**config.mk**
```make
export PLATFORM = sky130hd
export DESIGN_NAME = frx_rx_pcs
export DESIGN_NICKNAME = d
export VERILOG_FILES = /design/src/include/frx_pkg.sv /design/src/frx_buf2.sv /design/src/frx_dec5b.sv /design/src/frx_rx_pcs.sv
export SDC_FILE = /design/constraint.sdc
export NUM_CORES = 1
export LEC_CHECK = 0
export ABC_AREA = 1
export BUFFER_PORTS_ARGS = -buffer_cell sky130_fd_sc_hd__buf_2
export CAP_MARGIN = 20
export CORE_MARGIN = 4
export CORE_UTILIZATION = 55
export CTS_CLUSTER_DIAMETER = 200
export CTS_CLUSTER_SIZE = 8
export DETAILED_ROUTE_END_ITERATION = 8
export PLACE_DENSITY = 0.72
export SLEW_MARGIN = 20
export SYNTH_ARGS = -nofsm -noshare
export SYNTH_HDL_FRONTEND = slang
export SYNTH_SLANG_ARGS = --single-unit
```
**constraint.sdc**
```tcl
create_clock -name clk -period 2.6 [get_ports clk]
set_input_delay 0.52 -clock clk [delete_from_list [all_inputs] [get_ports clk]]
set_output_delay 0.52 -clock clk [all_outputs]
set_load 0.02 [all_outputs]
```
**src/include/frx_pkg.sv**
```systemverilog
// What this block does
// - Serial input comes from twisted-pair or optical receiver, chosen by mode.
// - Serial bits are converted NRZI to NRZ before anything else, unaligned.
// - Descrambler locks after an idle run of 40 or more bits, loading LFSR.
// - Once locked, each bit is XORed with the local LFSR output.
// - Lock starts a 722 microsecond hold countdown.
// - Thirty consecutive descrambled ones reload the hold countdown.
// - Hold expiry drops lock, resets descrambler and restarts acquisition.
// - Search unaligned stream for 11000 10001, then fix symbol boundary.
// - Start delimiter after idle becomes two preamble nibbles 0101.
// - Data code-groups translate by fixed table into four-bit nibbles.
// - Translation stops when end delimiter starting with 01101 is seen.
// - Nibbles drive four receive data lines, bit zero least significant.
// - Code-group 11111 is idle fill with no nibble value.
// - 00100 is transmit error; other unassigned groups are invalid.
// - Data valid rises with first delimiter nibble, falls on end or loss.
// - While valid, receive error marks every invalid code-group.
// - Carrier without start delimiter gives error and 1110 until two idles.
// - Fibre mode bypasses the descrambler.
package frx_pkg;

   // Receive clock rate and hold interval.
   localparam int CLK_MHZ = 250;
   localparam int HOLD_US = 722;
   localparam int HOLD_CYCLES = HOLD_US * CLK_MHZ;
   localparam int HOLD_W = 20;

   // Run lengths of ones.
   localparam logic [5:0] IDLE_LOCK_BITS = 6'h28; // 40 bits
   localparam logic [5:0] IDLE_HOLD_BITS = 6'h1E; // 30 bits

   // Scrambler polynomial length.
   localparam int LFSR_W = 11;

   // Code-groups.
   localparam logic [4:0] CG_IDLE = 5'h1F;
   localparam logic [4:0] CG_J = 5'h18;
   localparam logic [4:0] CG_K = 5'h11;
   localparam logic [4:0] CG_T = 5'h0D;
   localparam logic [4:0] CG_R = 5'h07;
   localparam logic [4:0] CG_H = 5'h04;
   localparam logic [9:0] CG_JK = 10'h311;

   // Nibble values.
   localparam logic [3:0] NIB_PRE = 4'h5;
   localparam logic [3:0] NIB_BADSSD = 4'hE;

   // Buffer word: error flag and nibble.
   localparam int BUF_W = 5;

   typedef enum logic [1:0] {
      FRX_IDLE,
      FRX_DATA,
      FRX_BADSSD
   } frx_state_t;

endpackage : frx_pkg

```
**src/frx_buf2.sv**
```systemverilog
`timescale 1ns/1ps
module frx_buf2
   import frx_pkg::*;
(
   // Clock and reset.
   input wire logic clk,
   input wire logic nrst,
   // Fill side.
   input wire logic in_valid,
   input wire logic [BUF_W-1:0] in_data,
   output logic in_ready,
   // Drain side.
   output logic out_valid,
   output logic [BUF_W-1:0] out_data,
   input wire logic out_ready
);

   logic [BUF_W-1:0] mem [2];
   logic wr_ptr;
   logic rd_ptr;
   logic [1:0] count;
   logic push;
   logic pop;

   assign push = in_valid && in_ready;
   assign pop = out_valid && out_ready;
   assign in_ready = (count != 2'h2);
   assign out_valid = (count != 2'h0);
   assign out_data = mem[rd_ptr];

   // Pointers and fill level.
   always_ff @(posedge clk) begin
      if (!nrst) begin
         wr_ptr <= 1'b0;
         rd_ptr <= 1'b0;
         count <= 2'h0;
      end else begin
         if (push) wr_ptr <= ~wr_ptr;
         if (pop) rd_ptr <= ~rd_ptr;
         count <= 2'(count + {1'b0, push} - {1'b0, pop});
      end
   end

   // Storage needs no reset; empty entries are never presented.
   always_ff @(posedge clk) begin
      if (push) mem[wr_ptr] <= in_data;
   end

endmodule : frx_buf2

```
**src/frx_dec5b.sv**
```systemverilog
`timescale 1ns/1ps
module frx_dec5b
   import frx_pkg::*;
(
   // Code-group in.
   input wire logic [4:0] code,
   // Nibble and validity out.
   output logic [3:0] nibble,
   output logic is_data
);

   // Fixed table; undefined groups give zero with is_data low.
   always_comb begin
      is_data = 1'b1;
      unique case (code)
         5'h1E: nibble = 4'h0;
         5'h09: nibble = 4'h1;
         5'h14: nibble = 4'h2;
         5'h15: nibble = 4'h3;
         5'h0A: nibble = 4'h4;
         5'h0B: nibble = 4'h5;
         5'h0E: nibble = 4'h6;
         5'h0F: nibble = 4'h7;
         5'h12: nibble = 4'h8;
         5'h13: nibble = 4'h9;
         5'h16: nibble = 4'hA;
         5'h17: nibble = 4'hB;
         5'h1A: nibble = 4'hC;
         5'h1B: nibble = 4'hD;
         5'h1C: nibble = 4'hE;
         5'h1D: nibble = 4'hF;
         default: begin
            // Idle, delimiters, H and V have no nibble value.
            nibble = 4'h0;
            is_data = 1'b0;
         end
      endcase
   end

endmodule : frx_dec5b

```
**src/frx_rx_pcs.sv**
```systemverilog
`timescale 1ns/1ps
module frx_rx_pcs
   import frx_pkg::*;
(
   // Clock and reset.
   input wire logic clk,
   input wire logic nrst,
   // Line side: one recovered bit per clock with its strobe.
   input wire logic fibre_mode,
   input wire logic tp_bit,
   input wire logic tp_bit_valid,
   input wire logic fx_bit,
   input wire logic fx_bit_valid,
   input wire logic signal_ok,
   input wire logic carrier,
   // Nibble stream toward the MAC.
   output logic [3:0] rx_data,
   output logic rx_dv,
   output logic rx_er,
   output logic rx_valid,
   input wire logic rx_ready,
   // Status.
   output logic scr_locked
);

   logic line_bit;
   logic line_strobe;
   logic prev_line;
   logic nrz;
   logic nrz_v;
   logic [LFSR_W-1:0] lfsr;
   logic [5:0] ones_run;
   logic locked;
   logic [HOLD_W-1:0] hold;
   logic desc_bit;
   logic desc_v;
   logic [5:0] dones;
   logic [9:0] shreg;
   logic aligned;
   logic [2:0] bitcnt;
   logic sym_v;
   logic [4:0] sym;
   logic [4:0] prev_sym;
   logic [3:0] dec_nib;
   logic dec_ok;
   frx_state_t state;
   logic idle_seen;
   logic emit;
   logic [BUF_W-1:0] emit_word;
   logic buf_ready;
   logic buf_valid;
   logic [BUF_W-1:0] buf_word;
   logic dv_flag;
   logic [1:0] idle_cnt;
   logic stall;
   logic next_lfsr_bit;
   logic hold_reload;
   logic lock_drop;
   logic [9:0] hist;
   logic ssd_idle;
   logic ssd_exit;

   // Source choice by mode; a full buffer halts new bits at the source.
   // A bit offered while the buffer is full is lost, so the line side
   // must never outrun the MAC by more than the two buffered nibbles.
   assign line_bit = fibre_mode ? fx_bit : tp_bit;
   assign stall = !buf_ready;
   assign line_strobe = (fibre_mode ? fx_bit_valid : tp_bit_valid) && !stall;

   // NRZI decoding: a transition is a one.
   // No symbol boundary is known yet at this point; the decoded bits are
   // handed on one at a time and alignment happens much further down.
   always_ff @(posedge clk) begin
      if (!nrst) begin
         prev_line <= 1'b0;
         nrz <= 1'b0;
         nrz_v <= 1'b0;
      end else begin
         nrz_v <= line_strobe;
         if (line_strobe) begin
            prev_line <= line_bit;
            nrz <= line_bit ^ prev_line;
         end
      end
   end

   // Scrambled idle is all ones, so a raw ones run of 40 means the
   // received bits equal the keystream complement; loading inverted
   // bits then tracks the remote LFSR (x^11 + x^9 + 1).
   assign next_lfsr_bit = lfsr[10] ^ lfsr[8];

   // Run of raw scrambled-idle agreement before lock.
   // The first eleven bits only fill the keystream register, so a short
   // run of agreement there means nothing; only a long run is trusted.
   always_ff @(posedge clk) begin
      if (!nrst || lock_drop) begin
         ones_run <= 6'h0;
      end else if (nrz_v) begin
         if (locked || (nrz != ~next_lfsr_bit)) ones_run <= 6'h0;
         else if (ones_run != IDLE_LOCK_BITS) ones_run <= ones_run + 6'h1;
      end
   end

   // Keystream register: loaded from the line until locked.
   // After lock it free-runs; a hold-timer expiry clears it so that the next
   // acquisition does not start from a drifted state.
   always_ff @(posedge clk) begin
      if (!nrst || lock_drop) begin
         lfsr <= '0;
      end else if (nrz_v) begin
         if (locked) lfsr <= {lfsr[9:0], next_lfsr_bit};
         else lfsr <= {lfsr[9:0], ~nrz};
      end
   end

   // Lock and hold timer.
   // A reload in the very cycle of expiry wins, so a link that just
   // delivered its idle run is never dropped by a race with the count.
   always_ff @(posedge clk) begin
      if (!nrst || fibre_mode) begin
         locked <= 1'b0;
         hold <= '0;
      end else if (!locked) begin
         if (nrz_v && ones_run == IDLE_LOCK_BITS - 6'h1
             && nrz == ~next_lfsr_bit) begin
            locked <= 1'b1;
            hold <= HOLD_W'(HOLD_CYCLES - 1);
         end
      end else if (hold_reload) begin
         hold <= HOLD_W'(HOLD_CYCLES - 1);
      end else if (hold == '0) begin
         locked <= 1'b0;
      end else begin
         hold <= hold - HOLD_W'(1);
      end
   end

   // Thirty descrambled ones in a row are six idle symbols.
   assign hold_reload = desc_v && desc_bit
                        && dones == IDLE_HOLD_BITS - 6'h1;

   // One-cycle pulse when the hold timer runs out. It clears the keystream
   // register and the agreement run, so acquisition starts from scratch
   // instead of trusting a state that has already drifted from the line.
   always_ff @(posedge clk) begin
      if (!nrst) begin
         lock_drop <= 1'b0;
      end else begin
         lock_drop <= locked && !fibre_mode && !hold_reload
                      && hold == '0;
      end
   end

   // Descrambled or bypassed bit.
   // The keystream register holds the remote keystream itself, so a plain
   // XOR recovers the data; in fibre mode the bits pass untouched.
   always_ff @(posedge clk) begin
      if (!nrst) begin
         desc_bit <= 1'b0;
         desc_v <= 1'b0;
      end else begin
         desc_v <= nrz_v && (fibre_mode || locked);
         desc_bit <= fibre_mode ? nrz : nrz ^ next_lfsr_bit;
      end
   end

   // Descrambled ones run for the hold timer.
   // It wraps after thirty, so a long idle gap reloads the timer often.
   always_ff @(posedge clk) begin
      if (!nrst) begin
         dones <= 6'h0;
      end else if (desc_v) begin
         if (!desc_bit || dones == IDLE_HOLD_BITS) dones <= 6'h0;
         else dones <= dones + 6'h1;
      end
   end

   // Alignment: shift in bits, fix the boundary on J/K.
   // The ten bits ahead of the delimiter are kept as well, so that a pair
   // that follows idle can be told from one that turns up mid-stream; the
   // alignment is released again after T/R or when a bad start is left.
   always_ff @(posedge clk) begin
      if (!nrst) begin
         shreg <= '0;
         hist <= '0;
         ssd_idle <= 1'b0;
         aligned <= 1'b0;
         bitcnt <= 3'h0;
         sym_v <= 1'b0;
      end else begin
         sym_v <= 1'b0;
         if (!signal_ok || (!fibre_mode && !locked)) begin
            aligned <= 1'b0;
            bitcnt <= 3'h0;
         end else if (desc_v) begin
            shreg <= {shreg[8:0], desc_bit};
            hist <= {hist[8:0], shreg[9]};
            if (!aligned && {shreg[8:0], desc_bit} == CG_JK) begin
               aligned <= 1'b1;
               ssd_idle <= &{hist[8:0], shreg[9]};
               bitcnt <= 3'h0;
               sym_v <= 1'b1;
            end else if (aligned) begin
               if (bitcnt == 3'h4) begin
                  bitcnt <= 3'h0;
                  sym_v <= 1'b1;
               end else begin
                  bitcnt <= bitcnt + 3'h1;
               end
            end
         end
         if (state != FRX_DATA && sym_v && aligned && prev_sym == CG_T
             && shreg[4:0] == CG_R) aligned <= 1'b0;
         // Leaving a bad start must search for a fresh delimiter.
         if (ssd_exit) aligned <= 1'b0;
      end
   end

   assign sym = shreg[4:0];

   // Second idle in a row while reporting a bad start ends the error run.
   assign ssd_exit = sym_v && state == FRX_BADSSD && sym == CG_IDLE
                     && idle_cnt == 2'h1;

   // Table lookup on the aligned group; purely combinational.

   frx_dec5b u_dec (
      .code(sym),
      .nibble(dec_nib),
      .is_data(dec_ok)
   );

   // Idle tracking, previous symbol and stream state.
   // A J/K that was not preceded by idle, or any other non-idle group seen
   // with carrier up, is a bad start; it is reported as error nibbles until
   // two idle groups in a row bring the stream back to rest.
   always_ff @(posedge clk) begin
      if (!nrst) begin
         state <= FRX_IDLE;
         prev_sym <= CG_IDLE;
         idle_seen <= 1'b0;
         idle_cnt <= 2'h0;
         emit <= 1'b0;
         emit_word <= '0;
      end else begin
         emit <= 1'b0;
         if (!signal_ok) begin
            state <= FRX_IDLE;
         end else if (sym_v) begin
            prev_sym <= sym;
            unique case (state)
               FRX_IDLE: begin
                  if (shreg == CG_JK && (idle_seen || ssd_idle)) begin
                     state <= FRX_DATA;
                     emit <= 1'b1;
                     emit_word <= {1'b0, NIB_PRE};
                  end else if (carrier && sym != CG_IDLE) begin
                     state <= FRX_BADSSD;
                     idle_cnt <= 2'h0;
                  end
                  idle_seen <= (sym == CG_IDLE);
               end
               FRX_DATA: begin
                  if (sym == CG_T) begin
                     state <= FRX_IDLE;
                  end else begin
                     emit <= 1'b1;
                     emit_word <= {!dec_ok, dec_nib};
                  end
               end
               FRX_BADSSD: begin
                  emit <= 1'b1;
                  emit_word <= {1'b1, NIB_BADSSD};
                  if (sym == CG_IDLE) idle_cnt <= idle_cnt + 2'h1;
                  else idle_cnt <= 2'h0;
                  if (sym == CG_IDLE && idle_cnt == 2'h1) begin
                     state <= FRX_IDLE;
                     emit <= 1'b0;
                     idle_seen <= 1'b1;
                  end
               end
            endcase
         end
      end
   end

   // Second delimiter nibble follows the first; the K symbol itself.
   // It repeats the word still held in emit_word one cycle later.
   logic pre_second;
   always_ff @(posedge clk) begin
      if (!nrst) pre_second <= 1'b0;
      else pre_second <= emit && state == FRX_DATA && emit_word[3:0] == NIB_PRE
                         && prev_sym == CG_K && !dv_flag;
   end

   // Two-entry buffer: a stalled MAC costs no nibble while it has room.
   frx_buf2 u_buf (
      .clk(clk),
      .nrst(nrst),
      .in_valid(emit || pre_second),
      .in_data(emit_word),
      .in_ready(buf_ready),
      .out_valid(buf_valid),
      .out_data(buf_word),
      .out_ready(rx_ready || !rx_valid)
   );

   // Registered outputs toward the MAC.
   // Valid may only rise together with a nibble, so that the first word
   // seen with it is always the preamble; it falls once the stream has
   // ended and rx_ready is high, even when no nibble is being moved.
   always_ff @(posedge clk) begin
      if (!nrst) begin
         rx_data <= 4'h0;
         rx_er <= 1'b0;
         rx_dv <= 1'b0;
         rx_valid <= 1'b0;
         dv_flag <= 1'b0;
      end else begin
         if (state == FRX_DATA) dv_flag <= 1'b1;
         else dv_flag <= 1'b0;
         if (buf_valid && (rx_ready || !rx_valid)) begin
            rx_valid <= 1'b1;
            rx_data <= buf_word[3:0];
            rx_er <= buf_word[4];
            rx_dv <= (state == FRX_DATA) || dv_flag;
         end else if (rx_ready) begin
            rx_valid <= 1'b0;
            rx_er <= 1'b0;
            rx_dv <= rx_dv && (state == FRX_DATA);
         end
      end
   end

   // Lock indication.
   // Registered once more so that the status pin comes from a flip-flop.
   always_ff @(posedge clk) begin
      if (!nrst) scr_locked <= 1'b0;
      else scr_locked <= locked;
   end

endmodule : frx_rx_pcs

```
==> results.json, run 1 <==
{
  "routed_wl_mm": 12.0,
  "status": "complete, no violations",
  "grt_pass1_vias": 4723,
  "fmax_mhz": 539,
  "die_x_um": 110,
  "crit_path_end_kind": "flip-flop",
  "arrival_ns": 2.31,
  "drc_errors": 0,
  "synth_area_leader_cell": "dfxtp_1",
  "nNetsFinal": 850,
  "hold_violations": 0,
  "rsz0062_at_grt": "no",
  "clockBufferDepth": 2,
  "synth_xor_xnor_area_share_pct": 1.85,
  "clock_latency_ns": 0.52,
  "r2r-end": "u_buf.count[1]",
  "crit_end": "u_buf.count[1]",
  "synth_adder_area_share_pct": 3.30,
  "leakagePower_nw": 2.86,
  "synthTopCellsByArea": "dfxtp_1, nand2_1, inv_1",
  "drt-pass1-iter-count": 5,
  "hold_depth": 4,
  "die_y_um": 110,
  "nFillCells": 892,
  "synth_nets": 829,
  "worstSetupPathType": "reg2reg",
  "grt_overflow_total": 0,
  "setup_viol": 0,
  "synth_edf_count": 10,
  "hpwl_mm": 8.43,
  "ys.flop_type": "dfxtp_1",
  "wl_per_cell_um": 12.3,
  "period_share_pct": 71.4,
  "ff2ff_path_depth": 8,
  "cts-root-buf": "clkbuf_8",
  "yosys_warnings": 0,
  "multi_input_area_sq_um": 2710,
  "max-vdd-ir-drop_uv": 470,
  "r2r_start": "u_buf.count[1]",
  "vias": 5010,
  "antenna_cells": 0,
  "area_growth_pct": 14.3,
  "power_density_nw_per_um2": 769,
  "port_buffers": 17,
  "post_cts_resized": 0,
  "synth_cell_type_count": 39,
  "ios": 18,
  "synthTopCellsByCount": "nand2_1, inv_1, dfxtp_1, nor2_1, a21oi_1",
  "cp.required_ns": 3.05,
  "maxSlewViolCount": 0,
  "synth_top_family_by_area": "simple AND/OR/NAND/NOR gates",
  "dieArea_sq_um": 12000,
  "cts_buffers": 17,
  "synthMuxAreaShare_pct": 0.198,
  "synth_compound_area_share_pct": 13.8,
  "path_clk_slew_ns": 0.05,
  "hold_class": "in2reg",
  "period_minus_slack_ns": 1.86,
  "synthMostInstantiatedCell": "nand2_1",
  "ctsHtreeMaxLevel": 4,
  "skew_ns": 0.00937,
  "rows": 36,
  "cts_tree": "built",
  "synth.yosys.seq_area_share_pct": 42.6,
  "syn_inst": 804,
  "grt_max_degree": 44,
  "r2r_slack_ns": 0.74,
  "vias_per_cell": 5.16,
  "syn_area_per_cell_sq_um": 7.07,
  "syn_area_sq_um": 5680,
  "finalWorstSetupSlack_ns": 0.744,
  "synth.ff_latch_count": 116,
  "clock-sinks": 116,
  "regArea_sq_um": 2420,
  "drt_iter0_drc": 233,
  "antenna_found_initial": 1,
  "worst_pin_slew_ns": 0.671,
  "path_max_fanout": 5,
  "yosys.area_share.simple_pct": 28.6,
  "holdBufCountCts": 0,
  "drive_above_1_share_pct": 9.55,
  "initial_core_util_pct": 57.3,
  "core_area_sq_um": 9910,
  "grt_pass1_wl_mm": 20.8,
  "post-place-ws_ns": 0.536,
  "synthArstFlopShare_pct": 0,
  "start_kind": "flip-flop",
  "gp_congestion": 0.890,
  "grt_usage_pct": 22.0,
  "slew_headroom_pct": 55.2,
  "postRouteAntennaNets": 0,
  "max_cap_viol_count": 0,
  "cp-startpoint": "u_buf.count[1]",
  "fin_setup_tns_ns": 0,
  "cts_setup_buffers": 0,
  "synth_top_area_share_pct": 37.4
}
through the flow:
step | power, mW | hold slack, ns | util (%) | area (sq um) | cells
finish | 4.99 | 0.314 | 65.5 | 6490 | 971
global route | 5.23 | 0.331 | 65.5 | 6490 | 971
CTS | 5.04 | 0.290 | 65.5 | 6490 | 971
detailed placement | 2.61 | 0.453 | 59.3 | 5880 | 939
global placement | 2.58 | 0.434 | 59.3 | 5880 | 939
floorplan | 2.44 | 0.426 | - | 5680 | 804
layout make-up:
class | count | area share, %
tap | 133 | 2.56
clock inverter | 8 | 2.29
sequential | 116 | 37.3
timing repair buffer | 24 | 2.12
multi-input combinational | 549 | 41.7
clock buffer | 24 | 7.24
inverter | 117 | 6.76
per-layer routing:
metal / track usage (%) / up-vias / part of all wire, %
met5: 0 / - / 0.058
li1: - / 2640 / -
met4: 9.62 / 2 / 2.0
met1: 26.6 / 2257 / 45
met2: 37.0 / 88 / 49
met3: 5.58 / 23 / 4.3
where the power goes:
| group | switching [mW] | leakage (nW) | total (mW) | internal [mW] |
|---|---|---|---|---|
| Sequential | 0.0798 | 0.928 | 1.99 | 1.92 |
| Clock | 0.783 | 0.296 | 2.42 | 1.63 |
| Combinational | 0.381 | 1.64 | 0.581 | 0.200 |
| Total | 1.24 | 2.86 | 4.99 | 3.75 |
flip-flops by register name, summed over array words and instances (netlist names), 3 cells and up, named ones only:
signal     cells
emit_word      5
shreg         10
bitcnt         3
u_buf.mem     10
lfsr          11
rx_data        4
ones_run       6
hist           9
prev_sym       5
hold          20
dones          6
logic make-up (layout without fill, tap and decap cells):
family | Yosys count | count (layout)
AO/OA/AOI/OAI | 144 | 144
adder cells (fa/ha/maj) | 15 | 15
multiplexers | 1 | 1
flip-flops | 116 | 116
buffers and inverters | 139 | 173
XOR/XNOR | 12 | 12
AND/OR/NAND/NOR | 377 | 377
layout by cell type (no fill, tap or decap), types with 2 or more instances in the layout:
cell type,synthesis,final
nand2_1,175,175
inv_1,110,110
dfxtp_1,106,106
nor2_1,102,102
a21oi_1,69,69
o21ai_0,53,53
nand3_1,46,46
nor3_1,21,21
buf_2,7,17
clkbuf_16,0,16
ha_1,15,15
xor2_1,11,11
nand4_1,10,10
edfxtp_1,10,10
o211ai_1,8,8
buf_4,0,7
nor2_2,6,6
a21oi_2,6,6
inv_2,5,5
nand2_2,4,4
clkbuf_8,0,4
clkbuf_1,11,4
bufinv_16,0,4
nor4_1,3,3
a211oi_1,3,3
nor2_4,3,3
clkinv_1,2,2
nor3b_1,2,2
clkinvlp_4,0,2
worst max-delay path: stages, from the launching register on:
cell	delay [ns]
dfxtp_1	0.33
o21ai_0	0.40
inv_1	0.11
ha_1	0.31
inv_1	0.06
ha_1	0.14
xor2_1	0.19
o21ai_0	0.11
a21oi_1	0.14
worst min-delay path by stage:
stage                  from              end
6_report           rx_ready         rx_valid
5_1_grt            rx_ready            rx_er
4_1_cts            rx_ready            rx_er
3_5_place_dp   emit_word[4]  u_buf.mem[0][4]
3_3_place_gp   u_buf.rd_ptr        flip-flop
2_1_floorplan  u_buf.rd_ptr        flip-flop
Note: power is estimated with default switching activity, not from simulation.
==> run 2, diff against run 1 <==
--- a/config.mk
+++ b/config.mk
@@ -13,7 +13,7 @@
 export CTS_CLUSTER_DIAMETER = 200
 export CTS_CLUSTER_SIZE = 8
 export DETAILED_ROUTE_END_ITERATION = 8
-export PLACE_DENSITY = 0.72
+export PLACE_DENSITY = 0.75
 export SLEW_MARGIN = 20
 export SYNTH_ARGS = -nofsm -noshare
 export SYNTH_HDL_FRONTEND = slang
==> constraint.sdc (replaced) <==
create_clock -name clk -period 1.5 [get_ports clk]
set_input_delay 0.3 -clock clk [delete_from_list [all_inputs] [get_ports clk]]
set_output_delay 0.3 -clock clk [all_outputs]
set_load 0.02 [all_outputs]
==> run 2 against run 1 <==
Effect of this change: the flow now finishes with violations (setup timing); global-route usage grew 2.8 points; critical path depth stayed put; via count increased by 16%; sequential power rose by 74%; highest routed layer is now met4.
==> results.json, run 2 (synthesized netlist as in run 1, its figures left out) <==
{
  "cp-startpoint": "hold[7]",
  "grt_pass1_vias": 5380,
  "drc_errors": 0,
  "maxSlewViolCount": 0,
  "crit_path_end_kind": "flip-flop",
  "period_minus_slack_ns": 1.70,
  "cts-root-buf": "clkbuf_8",
  "largest_register_ffs": 20,
  "cp.required_ns": 1.89,
  "utilization_pct": 75.0,
  "r2r_start": "hold[7]",
  "vias_per_cell": 5.55,
  "rsz0062_at_grt": "yes",
  "die_y_um": 110,
  "drt-pass1-iter-count": 5,
  "ios": 18,
  "grt_overflow_total": 0,
  "status": "finished, violations left",
  "final_cell_mix": "nand2_1, inv_1, dfxtp_1",
  "area_growth_pct": 30.9,
  "antenna_cells": 0,
  "fmax_mhz": 587,
  "drive_above_1_share_pct": 27.7,
  "dieArea_sq_um": 12000,
  "grt_usage_pct": 24.8,
  "setup_viol": 21,
  "path_clk_slew_ns": 0.06,
  "worst_pin_slew_ns": 0.485,
  "vias": 5793,
  "cts_buffers": 17,
  "port_buffers": 17,
  "arrival_ns": 2.09,
  "initial_core_util_pct": 57.3,
  "start_kind": "flip-flop",
  "rows": 36,
  "antenna_found_initial": 0,
  "die_x_um": 110,
  "final_common_cell": "nand2_1",
  "grt_max_degree": 44,
  "hp-start": "rx_ready",
  "hold_class": "in2reg",
  "slew_headroom_pct": 67.6,
  "worstSetupPathType": "reg2reg",
  "postRouteAntennaNets": 0,
  "clock_latency_ns": 0.53,
  "core_area_sq_um": 9910,
  "finalWorstSetupSlack_ns": -0.204,
  "nNetsFinal": 922,
  "hold_violations": 0,
  "skew_ns": 0.00955,
  "power_density_nw_per_um2": 1180,
  "ctsHtreeMaxLevel": 4,
  "reg_top3": "hold: 20 flops, lfsr: 11 flops",
  "wl_per_cell_um": 15.6,
  "routed_wl_mm": 16.2,
  "top_register": "hold",
  "violations": "setup timing",
  "gp_congestion": 0.962,
  "leakagePower_nw": 3.25,
  "clock-sinks": 116,
  "grt_pass1_wl_mm": 23.8,
  "whs_ns": 0.0643,
  "finalPower_mw": 8.78,
  "holdBufCountCts": 0,
  "max_cap_viol_count": 0,
  "drt_iter0_drc": 551,
  "period_share_pct": 114,
  "clockBufferDepth": 2,
  "path_max_fanout": 6,
  "hpwl_mm": 9.17,
  "cts_tree": "built",
  "max-vdd-ir-drop_uv": 752
}
## run 2: cell types whose count changed in the layout (fill, tap and decap cells not counted), moves of 7 or more
cell / before / now
inv_1: 110 / 101
nand2_1: 175 / 155
o21ai_0: 53 / 45
buf_4: 7 / 71
nor2_1: 102 / 83
nor2_4: 3 / 13
ha_1: 15 / 7
nor2_2: 6 / 15
o21ai_1: 1 / 8
dfxtp_2: 0 / 17
nand2_2: 4 / 21
dfxtp_1: 106 / 84
## run 2: path summary, 6_finish.rpt
check / end / slack, ns / depth (start not counted)
setup / recovery: hold[0] / -0.20 / 8
hold / removal: rx_valid / 0.06 / 4
setup reg to reg: hold[0] / -0.20 / 8
hold reg to reg: hist[8] / 0.46 / 2
## run 2: critical path, stage by stage, from the launching register on
cell	delay, ns
dfxtp_2	0.35
nor2_2	0.16
nand2_2	0.13
nor2_4	0.16
nand2_2	0.10
nor2_4	0.17
nand2_8	0.13
a21oi_1	0.26
nor3_2	0.10
## run 2: timing repair
item	in CTS	in global routing
buffers inserted	11	7
pin swaps	21	15
gates resized for setup	43	79
setup endpoints to repair	18	42
cloned	2	4
## run 2: where the power goes
| part | total [mW] | leakage (nW) | switching, mW | internal, mW |
|---|---|---|---|---|
| sequential | 3.47 | 0.940 | 0.137 | 3.33 |
| clock | 3.93 | 0.276 | 1.55 | 2.38 |
| combinational | 1.38 | 2.04 | 0.839 | 0.543 |
| total | 8.78 | 3.25 | 2.53 | 6.26 |
## run 2: routing by layer
layer,up-vias,part of all wire (%),global-route usage [%]
met1,2708,39,29.0
met4,0,4.4,10.4
met5,-,0,0
met3,84,5.9,5.93
li1,2778,-,-
met2,223,50,43.4
## run 2: area by class of cell
type / count / area [sq um]
Multi-Input combinational cell: 554 / 3130
Sequential cell: 116 / 2460
Inverter: 117 / 452
Clock inverter: 14 / 155
Clock buffer: 18 / 418
Timing Repair inverter: 1 / 7.51
Fill cell: 696 / 2470
Tap cell: 133 / 166
Timing Repair Buffer: 90 / 649
## run 2: stage by stage
stage / setup slack, ns / area [sq um] / std cells / setup TNS (ns)
2_1_floorplan: -0.0652 / 5740 / 804 / -0.0652
3_3_place_gp: -0.0173 / 6300 / 987 / -0.0319
3_5_place_dp: -0.0864 / 6300 / 987 / -0.684
4_1_cts: -0.00185 / 7090 / 1032 / -0.00185
5_1_grt: -0.191 / 7440 / 1043 / -3.43
6_report: -0.204 / 7440 / 1043 / -2.70
